## src/include/usrp_pkg.sv

```systemverilog
// Constants and carrier types for the reset, suspend and pin control block
package usrp_pkg;
   localparam int unsigned CLK_HZ = 10_000_000;
   // Reset-generator release delay in microseconds
   localparam int unsigned RSTGEN_DELAY_US = 2000;
   localparam int unsigned RSTGEN_CYCLES = RSTGEN_DELAY_US * (CLK_HZ / 1_000_000);
   // Activity lamp stretch in microseconds
   localparam int unsigned LED_STRETCH_US = 5000;
   localparam int unsigned LED_CYCLES = LED_STRETCH_US * (CLK_HZ / 1_000_000);
   localparam int unsigned CNT_W = 16;

   typedef enum logic [1:0] {
      USRP_RG_HOLD,
      USRP_RG_WAIT,
      USRP_RG_DRIVE
   } usrp_rg_e;

   // Three-stage pin synchroniser
   typedef struct packed {
      logic s1;
      logic s2;
      logic s3;
      logic val;
   } usrp_sync_s;

   // Pins toward the configuration memory
   typedef struct packed {
      logic sel_o;
      logic sel_oe;
      logic clk_o;
      logic clk_oe;
      logic io_o;
      logic io_oe;
   } usrp_mem_pins_s;

   typedef struct packed {
      usrp_sync_s reset_n;
      usrp_sync_s ring_n;
      usrp_sync_s pwr_strap;
      usrp_sync_s test_in;
      usrp_rg_e rg_state;
      logic [CNT_W-1:0] rg_cnt;
      logic [CNT_W-1:0] tx_cnt;
      logic [CNT_W-1:0] rx_cnt;
      logic strap_taken;
      logic clk48_mode;
      logic self_powered;
      logic configured;
      logic wake_done;
      logic resume_req;
      logic osc_gate;
   } usrp_state_s;
endpackage

```

## src/core/usrp_pins.sv

```systemverilog
// Reset, suspend, power and activity pin control of the serial bridge
`timescale 1ns/1ns
module usrp_pins
   import usrp_pkg::*;
(
   input wire logic clk_sys,
   input wire logic srst,
   input wire logic ext_reset_n,
   input wire logic ring_indicate_n,
   input wire logic power_mode_strap,
   input wire logic cfg_mem_select_i,
   input wire logic cfg_mem_io_i,
   input wire logic test_mode,
   input wire logic osc_in,
   input wire logic usb_suspended,
   input wire logic usb_configured,
   input wire logic usb_bus_reset,
   input wire logic usb_tx_event,
   input wire logic usb_rx_event,
   input wire logic remote_wake_en,
   input wire logic mem_sel_drv,
   input wire logic mem_clk_drv,
   input wire logic mem_io_drv,
   input wire logic mem_io_oe_req,
   input wire logic uart_tx_busy,
   output usrp_pkg::usrp_mem_pins_s mem_pins,
   output logic cfg_mem_io_rd,
   output logic device_reset,
   output logic clk48_mode,
   output logic self_powered,
   output logic resume_req,
   output logic sleep_n,
   output logic power_enable_n,
   output logic reset_gen_out_n_o,
   output logic reset_gen_out_n_oe,
   output logic tx_activity_led_n_o,
   output logic tx_activity_led_n_oe,
   output logic rx_activity_led_n_o,
   output logic rx_activity_led_n_oe,
   output logic osc_out,
   output logic rs485_drive_enable
);
   import usrp_pkg::*;

   localparam logic [CNT_W-1:0] RG_LAST = CNT_W'(RSTGEN_CYCLES - 1);
   localparam logic [CNT_W-1:0] LED_LOAD = CNT_W'(LED_CYCLES);

   usrp_state_s st_r;
   usrp_state_s st_nxt;
   logic in_reset;

   function automatic usrp_sync_s sync_step(input usrp_sync_s s, input logic pin);
      usrp_sync_s n;
      n.s1 = pin;
      n.s2 = s.s1;
      n.s3 = s.s2;
      n.val = (s.s2 == s.s3) ? s.s3 : s.val;
      return n;
   endfunction

   function automatic logic [CNT_W-1:0] lamp_step(input logic [CNT_W-1:0] c, input logic ev);
      if (ev) begin
         return LED_LOAD;
      end
      return (c != '0) ? c - CNT_W'(1) : c;
   endfunction

   // Filtered external reset holds the core; the test input keeps it out of normal work
   // Test pin is filtered too, so a glitch on it cannot drop the block into reset
   assign in_reset = srst || !st_r.reset_n.val || st_r.test_in.val;

   ////////////////////////////////////////////////////////////////////////////
   always_comb begin
      st_nxt = st_r;
      st_nxt.reset_n = sync_step(st_r.reset_n, ext_reset_n);
      st_nxt.ring_n = sync_step(st_r.ring_n, ring_indicate_n);
      st_nxt.pwr_strap = sync_step(st_r.pwr_strap, power_mode_strap);
      st_nxt.test_in = sync_step(st_r.test_in, test_mode);
      st_nxt.self_powered = st_r.pwr_strap.val;
      st_nxt.tx_cnt = lamp_step(st_r.tx_cnt, usb_tx_event);
      st_nxt.rx_cnt = lamp_step(st_r.rx_cnt, usb_rx_event);
      // Bus reset is not an input to this machine at all
      case (st_r.rg_state)
         USRP_RG_HOLD: begin
            st_nxt.rg_cnt = '0;
            if (!in_reset) begin
               st_nxt.rg_state = USRP_RG_WAIT;
            end
         end
         USRP_RG_WAIT: begin
            st_nxt.rg_cnt = st_r.rg_cnt + CNT_W'(1);
            if (st_r.rg_cnt == RG_LAST) begin
               st_nxt.rg_state = USRP_RG_DRIVE;
            end
         end
         USRP_RG_DRIVE: begin
            st_nxt.rg_cnt = st_r.rg_cnt;
         end
         default: begin
            st_nxt.rg_state = USRP_RG_HOLD;
         end
      endcase
      if (in_reset) begin
         st_nxt.rg_state = USRP_RG_HOLD;
         st_nxt.strap_taken = 1'b0;
         st_nxt.configured = 1'b0;
         st_nxt.wake_done = 1'b0;
         st_nxt.resume_req = 1'b0;
      end else begin
         // Select stays released until the strap is taken, so only the board pull is read
         if (!st_r.strap_taken) begin
            st_nxt.strap_taken = 1'b1;
            st_nxt.clk48_mode = !cfg_mem_select_i;
         end
         if (usb_suspended) begin
            st_nxt.configured = 1'b0;
         end else if (usb_configured) begin
            st_nxt.configured = 1'b1;
         end
         // One resume request per suspend; re-armed when the link wakes
         st_nxt.resume_req = 1'b0;
         if (!usb_suspended) begin
            st_nxt.wake_done = 1'b0;
         end else if (remote_wake_en && !st_r.ring_n.val && !st_r.wake_done) begin
            st_nxt.resume_req = 1'b1;
            st_nxt.wake_done = 1'b1;
         end
      end
      st_nxt.osc_gate = !usb_suspended;
   end

   always_ff @(posedge clk_sys) begin
      if (srst) begin
         st_r <= '{reset_n: '{1'b1, 1'b1, 1'b1, 1'b1}, ring_n: '{1'b1, 1'b1, 1'b1, 1'b1},
                   pwr_strap: '0, rg_state: USRP_RG_HOLD, default: '0};
      end else begin
         st_r <= st_nxt;
      end
   end

   ////////////////////////////////////////////////////////////////////////////
   always_comb begin
      mem_pins.sel_o = mem_sel_drv;
      mem_pins.sel_oe = !in_reset && st_r.strap_taken;
      mem_pins.clk_o = mem_clk_drv;
      mem_pins.clk_oe = !in_reset;
      mem_pins.io_o = mem_io_drv;
      mem_pins.io_oe = !in_reset && mem_io_oe_req;
   end
   assign cfg_mem_io_rd = cfg_mem_io_i;
   assign device_reset = in_reset;
   assign clk48_mode = st_r.clk48_mode;
   assign self_powered = st_r.self_powered;
   assign resume_req = st_r.resume_req;
   assign sleep_n = !usb_suspended;
   assign power_enable_n = !st_r.configured || usb_suspended;
   assign reset_gen_out_n_o = 1'b1;
   assign reset_gen_out_n_oe = (st_r.rg_state == USRP_RG_DRIVE);
   // Open-drain lamps only ever pull low
   assign tx_activity_led_n_o = 1'b0;
   assign tx_activity_led_n_oe = (st_r.tx_cnt != '0);
   assign rx_activity_led_n_o = 1'b0;
   assign rx_activity_led_n_oe = (st_r.rx_cnt != '0);
   // Gate is a flop fed from the suspend level; a glitch-free cell belongs in the pad ring
   assign osc_out = osc_in && st_r.osc_gate;
   assign rs485_drive_enable = uart_tx_busy && !in_reset;
endmodule

```

## config.mk

```make
export PLATFORM = sky130hd
export DESIGN_NAME = usrp_pins
export DESIGN_NICKNAME = d
export VERILOG_FILES = /design/src/include/usrp_pkg.sv /design/src/core/usrp_pins.sv
export SDC_FILE = /design/constraint.sdc
export NUM_CORES = 1
export LEC_CHECK = 0
export ABC_AREA = 1
export BUFFER_PORTS_ARGS = -buffer_cell sky130_fd_sc_hd__buf_2
export CAP_MARGIN = 10
export CORE_AREA = 4 4 85 87
export DETAILED_ROUTE_END_ITERATION = 10
export DIE_AREA = 0 0 89 91
export PLACE_DENSITY = 0.81
export SYNTH_ARGS = -nofsm -noshare
export SYNTH_HDL_FRONTEND = slang
export SYNTH_SLANG_ARGS = --single-unit
```

## constraint.sdc

```tcl
create_clock -name clk_sys -period 1.7 [get_ports clk_sys]
set_input_delay 0.085 -clock clk_sys [delete_from_list [all_inputs] [get_ports clk_sys]]
set_output_delay 0.085 -clock clk_sys [all_outputs]
set_load 0.005 [all_outputs]
```

==> results.txt <==
maximum clock rate: 634 MHz
Worst Tran Pin Value: 501 ps
Slew headroom: 0.665
Port Buffers: 28
Avg WL per Cell: 11.2 µm
global-route wire length before repair: 12600 µm
worst setup path class: flop to output pin
Num CTS Buffers: 9
synthesized area: 3560 µm²
Max-Cap Viols: 0
initial antenna violation count: 0
CP Max Fanout: 8
hold_ws: 35.2 ps
worst endpoint data arrival time: 1490 ps
chip height: 91 µm
clock slew at reported path FFs: 80 ps
slowest stage delay, CP: 340 ps
Syn Area/Cell: 6.93 µm²
Seq/Total Area, Yosys: 0.410
starting density of the core: 0.561
overall power: 3.87 mW
CTS tree: built
Tot GR Track Use: 0.190
yosys warns: 0
vias after detailed routing: 3152
peak supply drop: 885 µV
clock root buffer: clkbuf_8
Cell Chain, Critical Path: inv_2 > ha_4 > nand3_4 > nor2_4 > nand2_2 > buf_2
Setup-failing EPs final: 0
fraction of final layout cells sized beyond drive strength 1: 0.164
# rows: 29
Hold WC Path Type: input port to flop
H-tree depth: 3
EDFF count, synth: 0
Tmin final: 1580 ps
leakage power: 1.88 nW
pwr dens: 958 nW/µm²
Tcrit/Tclk final: 0.928
Worst-Skew Late Latency: 350 ps
Die W: 89 µm
total gr overflow: 0
1st-iter DRT viols: 138
share of the synthesized area in the top cell type: 0.410
DRC Markers: 0
vias in the first global route: 2956
largest net degree at the start of global routing: 21
RSZ-0062 raised after global routing: no
leading post-synthesis cells by cell area: dfxtp_1 41%, nand2_1 11%, nor2_1 9.7%
Final #Nets: 572
Worst Setup Start Kind: flop
final setup skew: 6.87 ps
Post-DP HPWL: 5060 µm
area grow syn2layout: 13.6%
Yosys top cell by area: dfxtp_1
Core Area: 6350 µm²
die area: 8100 µm²
post-synthesis register bit count: 73
Final GP Congestion: 0.902
critical path's slowest cell: dfxtp_1
post-route setup TNS: 0 ps
Top FF cell, synth: dfxtp_1
Final Slew Violations: 0
clk sinks: 73
# diodes: 0
Final ANT Viol Nets: 0
status: complete, no violations
drt first pass iters: 4
worst endpoint required time: 1620 ps
FILL cells: 538
Final Hold Vio Count: 0
Routed WL: 7040 µm
Cell variety after synth: 33
CP endpoint kind: output pin
Mapped Cells: 514
Ports: 41
ys async rst share: 0
clock buffer depth: 2
Vias/cell: 5.00
cells by family after synthesis:
kind of cell	synth area share
other cells	0.00211
xor+xnor	0.00984
simple gates	0.383
fa+ha+maj	0.0105
compound gates	0.0766
flops	0.410
buf+inv	0.108
per-stage QoR:
| stage | std cells | utilization | worst slack, ps | cell area, µm² |
|---|---|---|---|---|
| after floorplan | 515 | - | 383 | 3560 |
| after global placement | 607 | 0.590 | 263 | 3740 |
| after detailed placement | 607 | 0.590 | 195 | 3740 |
| after CTS | 631 | 0.633 | 11.5 | 4020 |
| after global routing | 631 | 0.637 | 20.0 | 4040 |
| final | 631 | 0.637 | 123 | 4040 |
where the power goes:
group	switching, mW	internal [mW]	leakage (nW)
Combinational	0.406	0.261	1.18
Clock	0.763	0.580	0.102
Sequential	0.0711	1.79	0.598
Total	1.24	2.63	1.88
layout by cell type (no fill, tap or decap), drive strengths merged:
cell	instances
o21a	1
ha	3
a21oi	26
nor2	107
clkinv	3
inv	78
a221oi	1
o211a	1
a211oi	3
a31oi	1
nand4	7
nor4	1
nand2	109
o211ai	1
buf	33
xor2	4
conb	3
clkbuf	9
nor3	9
o21ai	16
or2	9
nand3b	5
nand3	44
dfxtp	73
dlygate4sd3	7
worst paths after layout:
kind         slack (ps)                   from  cells after the start                     to
max                 120   st_r[7]$_SDFFE_PP0P_                      6   rx_activity_led_n_oe
min                  40         remote_wake_en                      3  resume_req$_SDFF_PP0_
max reg2reg         210  st_r[23]$_SDFFE_PP0P_                      9  st_r[23]$_SDFFE_PP0P_
min reg2reg         420  st_nxt[67]$_SDFF_PP1_                      1  st_nxt[66]$_SDFF_PP1_
timing repair:
action	CTS	global route
setup buffers	1	0
gates resized for setup	1	5
endpoints found under the hold margin	7	0
cloned	0	0
hold buffers	7	0
setup endpoints to repair	2	2
pin swaps	1	0
state kept, by name, summed over array words and instances (netlist names):
name          flops
st_r             61
st_nxt            9
clk48_mode        1
resume_req        1
self_powered      1
worst max-delay path, delay by kind of cell (launching register included):
family	cells	cell delay, ps
adder cells (fa/ha/maj)	1	160
buffers and inverters	2	250
flip-flops	1	340
AND/OR/NAND/NOR	3	400
cells in the mapped netlist (2+ instances only):
| cell type | instances |
|---|---|
| buf_2 | 2 |
| nand2_1 | 106 |
| o21ai_0 | 16 |
| xor2_1 | 4 |
| nand3_4 | 2 |
| nor3_1 | 9 |
| nand4_1 | 7 |
| buf_1 | 3 |
| inv_2 | 3 |
| a211oi_1 | 3 |
| buf_4 | 9 |
| conb_1 | 2 |
| nand3_2 | 5 |
| a21oi_1 | 26 |
| nor2_4 | 9 |
| nand2_2 | 3 |
| ha_1 | 3 |
| nor2_1 | 92 |
| or2_2 | 9 |
| nand3b_1 | 4 |
| dfxtp_1 | 73 |
| nand3_1 | 37 |
| nor2_2 | 6 |
| clkbuf_1 | 3 |
| inv_1 | 70 |
layout make-up:
| class | instances | area [µm²] | area share |
|---|---|---|---|
| tap | 77 | 96.3 | 0.0238 |
| clock inverter | 7 | 71.3 | 0.0176 |
| multi-input combinational | 351 | 1750 | 0.432 |
| sequential | 73 | 1460 | 0.361 |
| timing repair buffer | 40 | 260 | 0.0644 |
| inverter | 74 | 283 | 0.0699 |
| clock buffer | 9 | 124 | 0.0306 |
per-layer routing:
| layer | up-vias | part of all wire | GRT usage | wire, µm |
|---|---|---|---|---|
| met2 | 61 | 0.50 | 0.308 | 3530 |
| met1 | 1409 | 0.44 | 0.242 | 3090 |
| met4 | 0 | 0.013 | 0.0608 | 91 |
| met3 | 6 | 0.047 | 0.0525 | 328 |
| li1 | 1676 | - | - | - |
| met5 | - | 0 | 0 | 0 |
Note: power is estimated with default switching activity, not from simulation.
